### src/verilog/legacy_port_map.vh
`ifndef LEGACY_PORT_MAP_VH
`define LEGACY_PORT_MAP_VH

// ==========================================================
// Bus address layout: byte address = page * 0x400 + 4 * index
// ==========================================================
`define PAGE_GLOBAL        2'h0
`define PAGE_GAME          2'h1
`define PAGE_INFRARED      2'h2
`define PAGE_MUSIC         2'h3
`define PAGE_HI            11
`define PAGE_LO            10
`define INDEX_HI           9
`define INDEX_LO           2

// ==========================================================
// Register indices
// ==========================================================
`define IDX_ACTIVATE       8'h30
`define IDX_BASE_HIGH      8'h60
`define IDX_BASE_LOW       8'h61
`define IDX_IRQ_LEVEL      8'h70
`define IDX_SPECIAL        8'hF0
`define IDX_VID_IN         8'hFE
`define IDX_VID_OUT        8'hFF
`define IDX_DMA_PROBE      8'h02
`define IDX_DECODE_STATUS  8'h03

// ==========================================================
// Reset values
// ==========================================================
`define GAME_BASE_RESET    16'h0201
`define IR_BASE_RESET      16'h0310
`define MUSIC_BASE_RESET   16'h0300
`define IR_IRQ_RESET       4'hB
`define MUSIC_IRQ_RESET    4'hA
`define SPECIAL_RESET      8'h00
`define VID_OUT_RESET      7'h00
`define DMA_PROBE_RESET    3'h4

// ==========================================================
// Field positions
// ==========================================================
`define ACT_BIT            0
`define VID_SEL_BIT        7
`define IR_SHARE_BIT       0
`define MSC_IN_HI          7
`define MSC_IN_LO          6
`define MSC_OUT_HI         5
`define MSC_OUT_LO         4
`define MSC_FIFO_DIS_BIT   3
`define MSC_TRIG_HI        2
`define MSC_TRIG_LO        1
`define MSC_SHARE_BIT      0

// ==========================================================
// Codes
// ==========================================================
`define IRQ_NONE           4'h0
`define IRQ_BAD_LOW        4'h2
`define IRQ_BAD_MIN        4'hD
`define DMA_NONE           3'h4
`define DMA_BAD_MIN        3'h5
`define LOC_GROUP_MIN      3'h1
`define LOC_GROUP_MAX      3'h6
`define LOC_IN_0           6'h37
`define LOC_IN_1           6'h31
`define LOC_IN_2           6'h2E
`define LOC_IN_3           6'h08
`define LOC_OUT_0          6'h36
`define LOC_OUT_1          6'h30
`define LOC_OUT_2          6'h2D
`define LOC_OUT_3          6'h09
`define TRIG_BYTES_0       4'h1
`define TRIG_BYTES_1       4'h4
`define TRIG_BYTES_2       4'h8
`define TRIG_BYTES_3       4'hE
`define GAME_ALIGN         0
`define WIDE_ALIGN         3

`endif

### src/verilog/legacy_port_config_bank.v
`timescale 1ns/1ps
`default_nettype none
`include "legacy_port_map.vh"

module legacy_port_config_bank (
  input  wire        hclk,
  input  wire        hresetn,
  // AHB-Lite slave
  input  wire        hsel,
  input  wire [31:0] haddr,
  input  wire [1:0]  htrans,
  input  wire        hwrite,
  input  wire [2:0]  hsize,
  input  wire [31:0] hwdata,
  input  wire        hready,
  output wire        hreadyout,
  output wire        hresp,
  output reg  [31:0] hrdata,
  // Voltage-ID pins
  input  wire [5:0]  voltage_id_in_pins,
  output reg  [5:0]  voltage_id_out_pins,
  // Host I/O decode
  input  wire [15:0] io_addr,
  input  wire        io_strobe,
  output wire        game_port_hit,
  output wire        infrared_hit,
  output wire        music_port_hit,
  // Device controls
  output reg         game_port_enable,
  output reg         infrared_enable,
  output reg         music_port_enable,
  output reg  [3:0]  infrared_irq_number,
  output reg         infrared_irq_request_enable,
  output reg         infrared_irq_invalid,
  output reg         infrared_irq_shared,
  output reg  [3:0]  music_irq_number,
  output reg         music_irq_request_enable,
  output reg         music_irq_invalid,
  output reg         music_irq_shared,
  output reg  [5:0]  music_in_location,
  output reg  [5:0]  music_out_location,
  output reg         music_locations_valid,
  output reg         music_fifo_enable,
  output reg  [3:0]  music_rx_trigger_bytes,
  output reg  [3:0]  dma_channel_select,
  output reg         dma_code_invalid
);

  // ==========================================================
  // Decode functions
  // ==========================================================

  // Interrupt level code that is not invalid; the no-line code 0 also passes
  function irq_code_ok;
    input [3:0] code;
    begin
      irq_code_ok = (code != `IRQ_BAD_LOW) && (code < `IRQ_BAD_MIN);
    end
  endfunction

  // A pin location code names a real pin group
  function location_ok;
    input [5:0] code;
    begin
      location_ok = (code[5:3] >= `LOC_GROUP_MIN) && (code[5:3] <= `LOC_GROUP_MAX);
    end
  endfunction

  // Four-way choice of pin location
  function [5:0] pick_location;
    input [1:0] sel;
    input [5:0] loc0;
    input [5:0] loc1;
    input [5:0] loc2;
    input [5:0] loc3;
    begin
      case (sel)
        2'h0:    pick_location = loc0;
        2'h1:    pick_location = loc1;
        2'h2:    pick_location = loc2;
        default: pick_location = loc3;
      endcase
    end
  endfunction

  // ==========================================================
  // Register storage
  // ==========================================================
  reg        game_active;
  reg        ir_active;
  reg        music_active;
  reg [3:0]  game_base_high;
  reg [7:0]  game_base_low;
  reg [3:0]  ir_base_high;
  reg [7:3]  ir_base_low;
  reg [3:0]  music_base_high;
  reg [7:3]  music_base_low;
  reg [3:0]  infrared_irq_level;
  reg [3:0]  music_port_irq_level;
  reg        infrared_special_config;
  reg [7:0]  music_port_special_config;
  reg [6:0]  voltage_id_output_control;
  reg [2:0]  dma_probe;
  localparam [15:0] GAME_BASE  = `GAME_BASE_RESET;
  localparam [15:0] IR_BASE    = `IR_BASE_RESET;
  localparam [15:0] MUSIC_BASE = `MUSIC_BASE_RESET;

  // ==========================================================
  // AHB-Lite address phase capture
  // ==========================================================
  reg        wr_pending;
  reg [1:0]  wr_page;
  reg [7:0]  wr_index;
  wire       addr_phase;
  wire [1:0] ap_page;
  wire [7:0] ap_index;
  reg  [7:0] read_value;

  // Single-cycle slave: never stretches, never errors
  assign hreadyout  = 1'b1;
  assign hresp      = 1'b0;
  assign addr_phase = hsel & hready & htrans[1];
  assign ap_page    = haddr[`PAGE_HI:`PAGE_LO];
  assign ap_index   = haddr[`INDEX_HI:`INDEX_LO];

  // Write data arrives one cycle after its address
  always @(posedge hclk or negedge hresetn) begin
    if (!hresetn) begin
      wr_pending <= 1'b0;
      wr_page    <= 2'h0;
      wr_index   <= 8'h00;
    end else if (hready) begin
      wr_pending <= addr_phase & hwrite;
      wr_page    <= ap_page;
      wr_index   <= ap_index;
    end
  end

  // ==========================================================
  // Read mux, also the register view of masked bits
  // ==========================================================
  always @* begin
    read_value = 8'h00;
    if (ap_page == `PAGE_GLOBAL) begin
      if (ap_index == `IDX_VID_IN) begin
        read_value = {2'b00, voltage_id_in_pins};
      end else if (ap_index == `IDX_VID_OUT) begin
        read_value = {voltage_id_output_control[6], 1'b0, voltage_id_output_control[5:0]};
      end else if (ap_index == `IDX_DMA_PROBE) begin
        read_value = {5'h00, dma_probe};
      end else if (ap_index == `IDX_DECODE_STATUS) begin
        read_value = {4'h0, music_locations_valid, dma_code_invalid,
                      music_irq_invalid, infrared_irq_invalid};
      end
    end else if (ap_page == `PAGE_GAME) begin
      if (ap_index == `IDX_ACTIVATE) begin
        read_value = {7'h00, game_active};
      end else if (ap_index == `IDX_BASE_HIGH) begin
        read_value = {4'h0, game_base_high};
      end else if (ap_index == `IDX_BASE_LOW) begin
        read_value = game_base_low;
      end
    end else if (ap_page == `PAGE_INFRARED) begin
      if (ap_index == `IDX_ACTIVATE) begin
        read_value = {7'h00, ir_active};
      end else if (ap_index == `IDX_BASE_HIGH) begin
        read_value = {4'h0, ir_base_high};
      end else if (ap_index == `IDX_BASE_LOW) begin
        read_value = {ir_base_low, 3'b000};
      end else if (ap_index == `IDX_IRQ_LEVEL) begin
        read_value = {4'h0, infrared_irq_level};
      end else if (ap_index == `IDX_SPECIAL) begin
        read_value = {7'h00, infrared_special_config};
      end
    end else begin
      if (ap_index == `IDX_ACTIVATE) begin
        read_value = {7'h00, music_active};
      end else if (ap_index == `IDX_BASE_HIGH) begin
        read_value = {4'h0, music_base_high};
      end else if (ap_index == `IDX_BASE_LOW) begin
        read_value = {music_base_low, 3'b000};
      end else if (ap_index == `IDX_IRQ_LEVEL) begin
        read_value = {4'h0, music_port_irq_level};
      end else if (ap_index == `IDX_SPECIAL) begin
        read_value = music_port_special_config;
      end
    end
  end

  // Read data sampled at the address edge, held through the data phase
  always @(posedge hclk or negedge hresetn) begin
    if (!hresetn) begin
      hrdata <= 32'h0000_0000;
    end else if (addr_phase & ~hwrite) begin
      hrdata <= {24'h000000, read_value};
    end
  end

  // ==========================================================
  // Register writes in the data phase
  // ==========================================================
  always @(posedge hclk or negedge hresetn) begin
    if (!hresetn) begin
      game_active               <= 1'b0;
      ir_active                 <= 1'b0;
      music_active              <= 1'b0;
      game_base_high            <= GAME_BASE[11:8];
      game_base_low             <= GAME_BASE[7:0];
      ir_base_high              <= IR_BASE[11:8];
      ir_base_low               <= IR_BASE[7:3];
      music_base_high           <= MUSIC_BASE[11:8];
      music_base_low            <= MUSIC_BASE[7:3];
      infrared_irq_level        <= `IR_IRQ_RESET;
      music_port_irq_level      <= `MUSIC_IRQ_RESET;
      infrared_special_config   <= 1'b0;
      music_port_special_config <= `SPECIAL_RESET;
      voltage_id_output_control <= `VID_OUT_RESET;
      dma_probe                 <= `DMA_PROBE_RESET;
    end else if (wr_pending) begin
      if (wr_page == `PAGE_GLOBAL) begin
        if (wr_index == `IDX_VID_OUT) begin
          // Reserved bit 6 is dropped; bit 7 kept as select
          voltage_id_output_control <= {hwdata[`VID_SEL_BIT], hwdata[5:0]};
        end else if (wr_index == `IDX_DMA_PROBE) begin
          dma_probe <= hwdata[2:0];
        end
      end else if (wr_page == `PAGE_GAME) begin
        if (wr_index == `IDX_ACTIVATE) begin
          game_active <= hwdata[`ACT_BIT];
        end else if (wr_index == `IDX_BASE_HIGH) begin
          game_base_high <= hwdata[3:0];
        end else if (wr_index == `IDX_BASE_LOW) begin
          game_base_low <= hwdata[7:0];
        end
      end else if (wr_page == `PAGE_INFRARED) begin
        if (wr_index == `IDX_ACTIVATE) begin
          ir_active <= hwdata[`ACT_BIT];
        end else if (wr_index == `IDX_BASE_HIGH) begin
          ir_base_high <= hwdata[3:0];
        end else if (wr_index == `IDX_BASE_LOW) begin
          ir_base_low <= hwdata[7:3];
        end else if (wr_index == `IDX_IRQ_LEVEL) begin
          infrared_irq_level <= hwdata[3:0];
        end else if (wr_index == `IDX_SPECIAL) begin
          infrared_special_config <= hwdata[`IR_SHARE_BIT];
        end
      end else begin
        if (wr_index == `IDX_ACTIVATE) begin
          music_active <= hwdata[`ACT_BIT];
        end else if (wr_index == `IDX_BASE_HIGH) begin
          music_base_high <= hwdata[3:0];
        end else if (wr_index == `IDX_BASE_LOW) begin
          music_base_low <= hwdata[7:3];
        end else if (wr_index == `IDX_IRQ_LEVEL) begin
          music_port_irq_level <= hwdata[3:0];
        end else if (wr_index == `IDX_SPECIAL) begin
          music_port_special_config <= hwdata[7:0];
        end
      end
    end
  end

  // ==========================================================
  // Voltage-ID output path
  // ==========================================================

  // Registered so the pins never glitch on a select change
  always @(posedge hclk or negedge hresetn) begin
    if (!hresetn) begin
      voltage_id_out_pins <= 6'h00;
    end else if (voltage_id_output_control[6]) begin
      voltage_id_out_pins <= voltage_id_output_control[5:0];
    end else begin
      voltage_id_out_pins <= voltage_id_in_pins;
    end
  end

  // ==========================================================
  // Decoded device controls
  // ==========================================================
  always @(posedge hclk or negedge hresetn) begin
    if (!hresetn) begin
      game_port_enable            <= 1'b0;
      infrared_enable             <= 1'b0;
      music_port_enable           <= 1'b0;
      infrared_irq_number         <= 4'h0;
      infrared_irq_request_enable <= 1'b0;
      infrared_irq_invalid        <= 1'b0;
      infrared_irq_shared         <= 1'b0;
      music_irq_number            <= 4'h0;
      music_irq_request_enable    <= 1'b0;
      music_irq_invalid           <= 1'b0;
      music_irq_shared            <= 1'b0;
    end else begin
      game_port_enable            <= game_active;
      infrared_enable             <= ir_active;
      music_port_enable           <= music_active;
      // An invalid code is treated as no line at all
      infrared_irq_number         <= irq_code_ok(infrared_irq_level) ? infrared_irq_level : `IRQ_NONE;
      infrared_irq_request_enable <= ir_active & irq_code_ok(infrared_irq_level) &
                                     (infrared_irq_level != `IRQ_NONE);
      infrared_irq_invalid        <= ~irq_code_ok(infrared_irq_level);
      infrared_irq_shared         <= infrared_special_config;
      music_irq_number            <= irq_code_ok(music_port_irq_level) ? music_port_irq_level : `IRQ_NONE;
      music_irq_request_enable    <= music_active & irq_code_ok(music_port_irq_level) &
                                     (music_port_irq_level != `IRQ_NONE);
      music_irq_invalid           <= ~irq_code_ok(music_port_irq_level);
      music_irq_shared            <= music_port_special_config[`MSC_SHARE_BIT];
    end
  end

  // ==========================================================
  // Music port pins, FIFO and DMA code
  // ==========================================================
  always @(posedge hclk or negedge hresetn) begin
    if (!hresetn) begin
      music_in_location      <= `LOC_IN_0;
      music_out_location     <= `LOC_OUT_0;
      music_locations_valid  <= 1'b1;
      music_fifo_enable      <= 1'b1;
      music_rx_trigger_bytes <= `TRIG_BYTES_0;
      dma_channel_select     <= 4'h0;
      dma_code_invalid       <= 1'b0;
    end else begin
      music_in_location <= pick_location(music_port_special_config[`MSC_IN_HI:`MSC_IN_LO],
                                         `LOC_IN_0, `LOC_IN_1, `LOC_IN_2, `LOC_IN_3);
      music_out_location <= pick_location(music_port_special_config[`MSC_OUT_HI:`MSC_OUT_LO],
                                          `LOC_OUT_0, `LOC_OUT_1, `LOC_OUT_2, `LOC_OUT_3);
      music_locations_valid <= location_ok(music_in_location) & location_ok(music_out_location);
      music_fifo_enable <= ~music_port_special_config[`MSC_FIFO_DIS_BIT];
      case (music_port_special_config[`MSC_TRIG_HI:`MSC_TRIG_LO])
        2'h0:    music_rx_trigger_bytes <= `TRIG_BYTES_0;
        2'h1:    music_rx_trigger_bytes <= `TRIG_BYTES_1;
        2'h2:    music_rx_trigger_bytes <= `TRIG_BYTES_2;
        default: music_rx_trigger_bytes <= `TRIG_BYTES_3;
      endcase
      // One-hot channel; none for the no-channel and invalid codes
      if (dma_probe < `DMA_NONE) begin
        dma_channel_select <= 4'h1 << dma_probe[1:0];
      end else begin
        dma_channel_select <= 4'h0;
      end
      dma_code_invalid <= (dma_probe >= `DMA_BAD_MIN);
    end
  end

  // ==========================================================
  // Host I/O window decode
  // ==========================================================
  wire [47:0] base_vec;
  wire [2:0]  active_vec;
  wire [2:0]  hit_vec;

  assign base_vec   = {4'h0, music_base_high, music_base_low, 3'b000,
                       4'h0, ir_base_high, ir_base_low, 3'b000,
                       4'h0, game_base_high, game_base_low};
  assign active_vec = {music_active, ir_active, game_active};

  genvar dev;
  generate
    for (dev = 0; dev < 3; dev = dev + 1) begin : g_window
      io_window_match #(
        .ALIGN_BITS ((dev == 0) ? `GAME_ALIGN : `WIDE_ALIGN)
      ) u_match (
        .base      (base_vec[dev*16 +: 16]),
        .active    (active_vec[dev]),
        .io_addr   (io_addr),
        .io_strobe (io_strobe),
        .hit       (hit_vec[dev])
      );
    end
  endgenerate

  // Hits are combinational so a host cycle is claimed in its own cycle
  assign game_port_hit  = hit_vec[0];
  assign infrared_hit   = hit_vec[1];
  assign music_port_hit = hit_vec[2];

endmodule // legacy_port_config_bank

`default_nettype wire

### src/verilog/io_window_match.v
`timescale 1ns/1ps
`default_nettype none

// ==========================================================
// Base address window compare for one logical device
// ==========================================================
module io_window_match #(
  parameter ALIGN_BITS = 0
) (
  input  wire [15:0] base,
  input  wire        active,
  input  wire [15:0] io_addr,
  input  wire        io_strobe,
  output wire        hit
);

  // Address bits below the alignment are don't-care inside the window
  localparam [15:0] MASK = ~((16'h0001 << ALIGN_BITS) - 16'h0001);

  // No answer at all while the device is switched off
  assign hit = active & io_strobe & (((io_addr ^ base) & MASK) == 16'h0000);

endmodule // io_window_match

`default_nettype wire

### config.mk
export PLATFORM = sky130hd
export DESIGN_NAME = legacy_port_config_bank
export DESIGN_NICKNAME = d
export VERILOG_FILES = /design/src/verilog/legacy_port_config_bank.v /design/src/verilog/io_window_match.v
export VERILOG_INCLUDE_DIRS = /design/src /design/src/verilog
export SDC_FILE = /design/constraint.sdc
export NUM_CORES = 1
export LEC_CHECK = 0
export BUFFER_PORTS_ARGS = -buffer_cell sky130_fd_sc_hd__clkbuf_2
export CORE_ASPECT_RATIO = 0.9
export CORE_MARGIN = 3
export CORE_UTILIZATION = 47
export DETAILED_ROUTE_END_ITERATION = 6
export PLACE_DENSITY = 0.83
export SYNTH_ARGS = -nofsm -noshare
export SYNTH_HDL_FRONTEND = slang
export SYNTH_SLANG_ARGS = --single-unit
### constraint.sdc
create_clock -name hclk -period 2.1 [get_ports hclk]
set_clock_uncertainty 0.2 [all_clocks]
set_input_delay 0.42 -clock hclk [delete_from_list [all_inputs] [get_ports hclk]]
set_output_delay 0.42 -clock hclk [all_outputs]
set_load 0.01 [all_outputs]
==> results.json, run 1 <==
{
  "max-slew-margin-rel_pct": 64.44,
  "die_w_um": 126.5,
  "dp_hpwl_um": 12990,
  "slew_violations": 0,
  "initial_core_util_pct": 49.46,
  "hold_path.class": "input port to flop",
  "synthMostInstantiatedCell": "dfrtp_1",
  "io_pins": 180,
  "drc": 0,
  "drt-initial-drc-count": 395,
  "r2r_end": "ir_base_low[7]",
  "worst_slack_ns": -0.2461,
  "antenna_found_initial": 0,
  "n_fill_cell": 931,
  "rows": 38,
  "track_usage_pct": 24.97,
  "worstSetupEndpointType": "primary output",
  "fmax_ghz": 0.4262,
  "gp_congestion": 0.9417,
  "grt_max_degree": 52,
  "rsz0062_at_grt": "true",
  "final_util_pct": 64.95,
  "ys_top_cells_by_area": "dfrtp_1 (40%), mux2_2 (11%), dfstp_2 (9.8%), xnor2_1 (3.7%), buf_4 (3.5%)",
  "dp_cells": 830,
  "grt_pass1_wl_um": 27770,
  "synthFlopType": "dfrtp_1",
  "final_nets": 803,
  "post_route_cells_drive_above_1_share_pct": 47.21,
  "hold_path_end": "voltage_id_out_pins[5]",
  "status": "finished with violations",
  "ir_drop_uv": 445.7,
  "grt_pass1_vias": 5066,
  "p_leak_nw": 3.781,
  "finalSetupViolCount": 3,
  "area_growth_pct": 31.34,
  "synth.distinct_cells": 73,
  "drtPass1Iterations": 5,
  "die_area_sq_mm": 0.01447,
  "cts_sinks": 122,
  "layout_min_cycle_time_ns": 2.346,
  "cts_root_buf": "clkbuf_16",
  "n_antenna_cell": 0,
  "ys_top_cells_by_count": "dfrtp_1 (99), mux2_2 (59), buf_4 (29)",
  "syn_area_per_cell_sq_um": 11.65,
  "ant_nets": 0,
  "core_area_sq_mm": 0.01241,
  "netlist_area_sq_mm": 0.006137,
  "clk_latency_ns": 0.41,
  "ff2ff_path_depth": 7,
  "ys_seq_elements": 122,
  "startpoint_type": "flop",
  "synth_top_area_share_pct": 40.37,
  "finalHoldViolCount": 0,
  "period_share_pct": 111.7,
  "violations": "setup timing",
  "die_h_um": 114.4,
  "arrival_ns": 1.73,
  "r2r_setup_slack_ns": 0.03,
  "syn_inst": 527,
  "crit_required_ns": 1.48,
  "cts_tree": "built",
  "yosysWarnings": 0,
  "route.vias.total": 4928,
  "rr_startpoint": "wr_page[0]",
  "holdPathStages": 2,
  "criticalPathCategory": "flop to primary output",
  "synth_top_area_cell": "dfrtp_1",
  "async_flop_share_pct": 100.0,
  "synth_edf_count": 0,
  "routed_via_density": 5.626,
  "hold_start": "voltage_id_in_pins[5]",
  "cap_violations": 0,
  "port_buffers": 103,
  "grt-ovfl-total": 0,
  "total_power_mw": 6.164,
  "wire_per_inst_um": 20.18,
  "clk_pin_slew_worst_paths_ns": 0.05,
  "final_cells": 876,
  "cp_max_fo": 3,
  "wl_um": 17680,
  "htree_num_levels": 4,
  "yosysSeqAreaShare_pct": 50.21,
  "p_per_area_mw_per_mm2": 764.7,
  "timing.setup.tns_ns": -0.6054,
  "worstMarginPinSlew_ns": 0.5294,
  "cts_buffers": 17,
  "clockBufferDepth": 2
}
## stage by stage
stage          hold slack, ns  cell area, sq um  setup slack [ns]
2_1_floorplan        -0.07559              6235          0.006340
3_3_place_gp           0.1519              7184           -0.1128
3_5_place_dp           0.1621              7184           -0.1297
4_1_cts               0.03842              7928           -0.2672
5_1_grt               0.04981              8060           -0.3210
6_report              0.05497              8060           -0.2461
## where the power goes
group	internal (mW)	switching (mW)	leakage, nW	total [mW]
clock network	1.97	1.00	0.296	2.97
registers	2.45	0.0794	1.53	2.53
logic	0.298	0.367	1.96	0.665
total	4.71	1.45	3.78	6.16
## registers in the layout, indices dropped and copies added (netlist names), 2 cells and up
| register | cells |
|---|---|
| dma_channel_select | 4 |
| dma_probe | 3 |
| game_base_high | 4 |
| game_base_low | 8 |
| hrdata | 8 |
| infrared_irq_level | 4 |
| infrared_irq_number | 4 |
| ir_base_high | 4 |
| ir_base_low | 5 |
| music_base_high | 4 |
| music_base_low | 5 |
| music_in_location | 4 |
| music_irq_number | 4 |
| music_out_location | 5 |
| music_port_irq_level | 4 |
| music_port_special_config | 8 |
| music_rx_trigger_bytes | 4 |
| voltage_id_out_pins | 6 |
| voltage_id_output_control | 7 |
| wr_index | 8 |
| wr_page | 2 |
## cell families (layout without fill, tap and decap cells)
kind of cell / count (synthesis) / after routing / share of synthesized area [%]
simple gates: 148 / 148 / 14.64
flops: 122 / 122 / 50.21
mux: 89 / 89 / 16.09
compound gates: 69 / 69 / 8.216
buf+inv: 64 / 229 / 5.831
xor+xnor: 30 / 30 / 4.281
fa+ha+maj: 3 / 3 / 0.6117
other cells: 2 / 26 / 0.1224
## cells in the final DEF (no fill, tap or decap), types with 4 or more instances in the layout
cell type	count
clkbuf_8	7
nand4_1	11
buf_4	77
mux2_4	8
nor2b_1	4
dfrtp_1	99
nor3_1	13
xnor2_1	23
or3_4	4
mux2i_1	12
xor2_1	4
inv_1	11
nor2_1	19
o21ai_0	7
conb_1	26
nand3_1	12
mux2_1	11
a21oi_1	10
nor4_1	4
clkbuf_2	99
and3_1	8
mux2_2	58
dfstp_2	23
a21boi_0	5
or3_1	6
nand2_1	24
clkbuf_16	17
o22ai_1	9
## worst max-delay path by stage
stage	startpoint	end	slack, ns	depth (start not counted)
final	game_base_high[2]	game_port_hit	-0.25	5
after global routing	game_base_low[2]	game_port_hit	-0.32	5
after CTS	game_base_low[2]	game_port_hit	-0.27	5
after detailed placement	haddr[5]	hrdata[2]	-0.13	7
after global placement	haddr[5]	hrdata[2]	-0.11	7
after floorplan	wr_page[0]	ir_base_low[3]	0.006	8
## final cells by class
type	count	area, sq um	share of cell area (%)
Clock buffer	27	533.0	6.613
Clock inverter	5	80.08	0.9935
Timing Repair Buffer	184	1170	14.51
Sequential cell	122	3082	38.23
Inverter	13	48.80	0.6054
Tap cell	160	200.2	2.484
Multi-Input combinational cell	365	2947	36.56
## worst max-delay path, cell delays in order (launching register included)
cell	delay, ns
dfrtp_1	0.40
xor2_1	0.17
nor4_1	0.24
nand4_1	0.14
nor4_1	0.18
buf_2	0.18
## per-layer routing
metal / GRT usage [%] / part of all wire (%) / up-vias
met2: 38.68 / 47 / 242
met5: 0 / 0 / -
met4: 8.077 / 1.9 / 0
met3: 7.043 / 8.4 / 26
met1: 34.22 / 43 / 2442
li1: - / - / 2218
## repair_timing
action	in CTS	in global routing
hold buffers	1	0
pin swaps	13	11
endpoints found under the hold margin	16	0
resized for setup	10	27
setup buffers	8	5
setup endpoints to repair	17	45
(Power assumes the default switching activity.)
==> inputs of run 2 (changes only) <==
CORE_UTILIZATION = 49   (was 47)
CTS_BUF_LIST = sky130_fd_sc_hd__clkbuf_4 sky130_fd_sc_hd__clkbuf_8   (was unset)
PLACE_DENSITY = 0.86   (was 0.83)
==> results.json, run 2 (synthesis gave the netlist of run 1 again) <==
{
  "antenna_found_initial": 0,
  "rsz0062_at_grt": "true",
  "ff2ff_path_depth": 7,
  "period_share_pct": 112.3,
  "cts_tree": "built",
  "worst_slack_ns": -0.2592,
  "grt_max_degree": 69,
  "violations": "setup timing",
  "dp_hpwl_um": 12940,
  "finalSetupViolCount": 3,
  "wl_um": 17470,
  "final_nets": 806,
  "io_pins": 180,
  "drtPass1Iterations": 5,
  "htree_num_levels": 4,
  "criticalPathCategory": "flop to primary output",
  "ir_drop_uv": 469.0,
  "cp_slowest_cell": "dfstp_2",
  "drc": 0,
  "clk_pin_slew_worst_paths_ns": 0.07,
  "crit_required_ns": 1.48,
  "ant_nets": 0,
  "critical_path.endpoint": "infrared_hit",
  "die_h_um": 112.2,
  "clk_latency_ns": 0.44,
  "cts_sinks": 122,
  "status": "finished with violations",
  "final_common_cell": "clkbuf_2",
  "post-place-ws_ns": -0.2123,
  "cp_max_fo": 2,
  "track_usage_pct": 26.03,
  "core_area_sq_mm": 0.01212,
  "rows": 38,
  "die_w_um": 124.0,
  "worstMarginPinSlew_ns": 0.7400,
  "routed_via_density": 5.677,
  "wire_per_inst_um": 19.88,
  "drt-initial-drc-count": 399,
  "layout_min_cycle_time_ns": 2.359,
  "cts_root_buf": "clkbuf_8",
  "arrival_ns": 1.74,
  "cap_violations": 0,
  "cts_buffers": 17,
  "post_route_cells_drive_above_1_share_pct": 48.12,
  "grt-ovfl-total": 0,
  "hold_path.class": "input port to flop",
  "rr_startpoint": "wr_page[1]",
  "area_growth_pct": 28.48,
  "slew_violations": 0,
  "gp_congestion": 0.9567,
  "path_cells": "xnor2_2, nand4_1, nor4_2, buf_2",
  "max-slew-margin-rel_pct": 50.29,
  "r2r_end": "ir_base_low[3]",
  "finalHoldViolCount": 0,
  "initial_core_util_pct": 50.62,
  "fmax_ghz": 0.4239,
  "n_antenna_cell": 0,
  "p_leak_nw": 3.685,
  "critPathMaxStageDelay_ns": 0.55,
  "die_area_sq_mm": 0.01391,
  "r2r_setup_slack_ns": 0.05,
  "worstSetupEndpointType": "primary output",
  "startpoint_type": "flop",
  "grt_pass1_wl_um": 27350,
  "route.vias.total": 4990,
  "p_per_area_mw_per_mm2": 687.7,
  "holdWs_ns": 0.04160,
  "grt_pass1_vias": 4994,
  "port_buffers": 103,
  "startpoint": "ir_base_high[0]",
  "most-common-layout-cells": "clkbuf_2 (99), dfrtp_1 (98), buf_4 (78)",
  "clockBufferDepth": 2
}
run 2: cell types whose count changed in the layout (fill, tap and decap cells not counted), sizes merged:
cell,change
clkinv,+1
buf,+3
bufinv,+1
clkbuf,-2
run 2: how the worst min path moves through the flow:
stage               cells past startpoint                     end                     from  slack [ns]
floorplan                               0   dma_channel_select[0]                  hresetn       -0.08
global placement                        0     infrared_irq_shared  infrared_special_config        0.21
detailed placement                      0     infrared_irq_shared  infrared_special_config        0.21
CTS                                     2  voltage_id_out_pins[4]    voltage_id_in_pins[4]        0.02
global route                            2  voltage_id_out_pins[4]    voltage_id_in_pins[4]        0.01
finish                                  2  voltage_id_out_pins[4]    voltage_id_in_pins[4]        0.04
run 2: metrics by stage:
| step | setup TNS (ns) | instances | utilization, % | cell area, sq um | power, mW |
|---|---|---|---|---|---|
| 2_1_floorplan | 0 | 551 | - | 6235 | 2.863 |
| 3_3_place_gp | -1.092 | 838 | 59.75 | 7244 | 3.149 |
| 3_5_place_dp | -1.856 | 838 | 59.75 | 7244 | 3.174 |
| 4_1_cts | -0.8003 | 878 | 64.22 | 7786 | 5.426 |
| 5_1_grt | -1.101 | 879 | 65.04 | 7885 | 5.628 |
| 6_report | -0.6310 | 879 | 65.04 | 7885 | 5.423 |
run 2: layer usage:
metal	track usage, %	vias up	wire [um]
met1	36.18	2504	7473
met3	6.146	27	1256
met5	0	-	0
met4	9.051	0	414
li1	-	2215	-
met2	40.18	244	8327
run 2: area by class of cell:
| type | instances | area, sq um |
|---|---|---|
| clock inverters | 7 | 115.1 |
| clock buffers | 25 | 312.8 |
| flip-flops and latches | 122 | 3083 |
| inverters | 13 | 48.80 |
| repair buffers | 187 | 1200 |
| multi-input cells | 365 | 2925 |
| well taps | 160 | 200.2 |
| fillers | 916 | 4239 |
run 2: power by group:
| part | total [mW] | switching (mW) | internal [mW] |
|---|---|---|---|
| combinational | 0.652 | 0.364 | 0.289 |
| clock | 2.25 | 0.915 | 1.33 |
| sequential | 2.52 | 0.0777 | 2.45 |
| total | 5.42 | 1.36 | 4.07 |
run 2: critical path: cells and delay by family, from the launching register on:
kind,cells,cell delay (ns)
xor+xnor,1,0.11
buf+inv,1,0.19
flops,1,0.55
simple gates,2,0.44
run 2: what timing repair did:
action,in CTS,in global routing
gates cloned,0,0
endpoints found under the hold margin,99,0
buffers inserted,7,1
pin swaps,13,7
hold buffers,1,0
endpoints found under the setup margin,15,43
gates resized for setup,9,27
==> inputs of run 3 (changes only) <==
CORE_UTILIZATION = 45   (was 49)
PLACE_DENSITY = 0.81   (was 0.86)
==> results.json, run 3 (synthesis gave the netlist of run 1 again) <==
{
  "status": "finished with violations",
  "violations": "setup timing",
  "drtPass1Iterations": 5,
  "cts_root_buf": "clkbuf_8",
  "antenna_found_initial": 0,
  "finalSetupViolCount": 3,
  "grt_pass1_wl_um": 27060,
  "cp_max_fo": 2,
  "multi_input_area_sq_mm": 0.002974,
  "post_route_cells_drive_above_1_share_pct": 48.41,
  "htree_num_levels": 4,
  "period_share_pct": 112.0,
  "grt-ovfl-total": 0,
  "fmax_ghz": 0.4253,
  "io_pins": 180,
  "layout_min_cycle_time_ns": 2.351,
  "drc": 0,
  "wire_per_inst_um": 19.70,
  "ant_nets": 0,
  "rsz0062_at_grt": "true",
  "p_leak_nw": 3.751,
  "grt_pass1_vias": 4947,
  "worst_slack_ns": -0.2512,
  "crit_path_frequent_cell": "nor4_2",
  "drt-initial-drc-count": 371,
  "hold_path.class": "input port to flop",
  "dp_hpwl_um": 13000,
  "rows": 39,
  "most-common-layout-cells": "dfrtp_1 (99), clkbuf_2 (99), buf_4 (81)",
  "worstMarginPinSlew_ns": 0.5120,
  "design_area_sq_mm": 0.007994,
  "clk_pin_slew_worst_paths_ns": 0.07,
  "core_area_sq_mm": 0.01303,
  "route.vias.total": 4916,
  "track_usage_pct": 23.85,
  "criticalPathCategory": "flop to primary output",
  "initial_core_util_pct": 47.10,
  "place_area_sq_mm": 0.007264,
  "critPathMaxStageDelay_ns": 0.39,
  "clockBufferDepth": 2,
  "area_growth_pct": 30.25,
  "routed_via_density": 5.542,
  "cts_buffers": 17,
  "gp_congestion": 0.9306,
  "startpoint_type": "flop",
  "cts_tree": "built",
  "grt_max_degree": 70,
  "ir_drop_uv": 589.7,
  "port_buffers": 103,
  "slew_violations": 0,
  "die_area_sq_mm": 0.01508,
  "wl_um": 17480,
  "crit_family": "simple AND/OR/NAND/NOR gates",
  "path_cells": "xor2_1, nor4_2, nand4_1, nor4_2, buf_2",
  "final_nets": 810,
  "finalHoldViolCount": 0,
  "arrival_ns": 1.73,
  "crit_required_ns": 1.48,
  "p_per_area_mw_per_mm2": 694.2,
  "die_w_um": 129.1,
  "cts_sinks": 122,
  "clk_latency_ns": 0.44,
  "cp_slowest_cell": "dfrtp_1",
  "path_buf_inv": 1,
  "max-slew-margin-rel_pct": 65.60,
  "regArea_sq_mm": 0.003082,
  "worstSetupEndpointType": "primary output",
  "die_h_um": 116.8,
  "n_fill_cell": 1040,
  "cap_violations": 0,
  "n_antenna_cell": 0,
  "timing.setup.tns_ns": -0.7101
}
## run 3: area by class of cell
type / count / share of cell area (%)
well taps: 164 / 2.567
inverters: 13 / 0.6104
clock inverters: 7 / 1.722
multi-input cells: 365 / 37.20
repair buffers: 191 / 15.43
clock buffers: 25 / 3.913
flip-flops and latches: 122 / 38.55
## run 3: worst paths after layout
path / start / cells after the start / to / slack [ns]
max: game_base_low[2] / 5 / game_port_hit / -0.25
min reg2reg: infrared_special_config / 0 / infrared_irq_shared / 0.23
min: voltage_id_in_pins[5] / 2 / voltage_id_out_pins[5] / 0.04
min in group asynchronous: hresetn / 3 / voltage_id_output_control[0] / 0.32
max reg2reg: wr_index[7] / 5 / ir_base_low[5] / 0.05
max in group asynchronous: hresetn / 3 / music_rx_trigger_bytes[0] / 1.00
## run 3: per-layer routing
metal	share of wire, %	global-route usage, %	up-vias	wire (um)
li1	-	-	2229	-
met1	45	32.73	2447	7789
met2	47	37.81	217	8195
met3	7.3	6.624	23	1272
met4	1.3	6.088	0	221
met5	0	0	-	0
## run 3: report_power, final
part	switching, mW	total (mW)	internal, mW	leakage, nW
clock	0.905	2.36	1.45	0.231
sequential	0.0759	2.52	2.45	1.53
combinational	0.368	0.671	0.302	1.99
total	1.35	5.55	4.20	3.75
## run 3: what timing repair did
action / 4_1_cts / 5_1_grt
buffers inserted: 6 / 4
setup endpoints to repair: 19 / 43
hold buffers: 1 / 0
resized for setup: 12 / 36
hold endpoints to repair: 99 / 0
gates cloned: 0 / 0
pin swaps: 13 / 12
## run 3: per-stage QoR
step,power (mW),hold slack (ns),std cells,setup slack (ns),util (%)
after floorplan,2.863,-0.07559,551,0.006340,-
after global placement,3.158,0.2213,844,-0.1639,55.76
after detailed placement,3.180,0.2178,844,-0.1510,55.76
after CTS,5.555,0.01769,883,-0.3156,60.14
after global routing,5.773,0.02008,887,-0.4489,61.36
final,5.549,0.03615,887,-0.2512,61.36
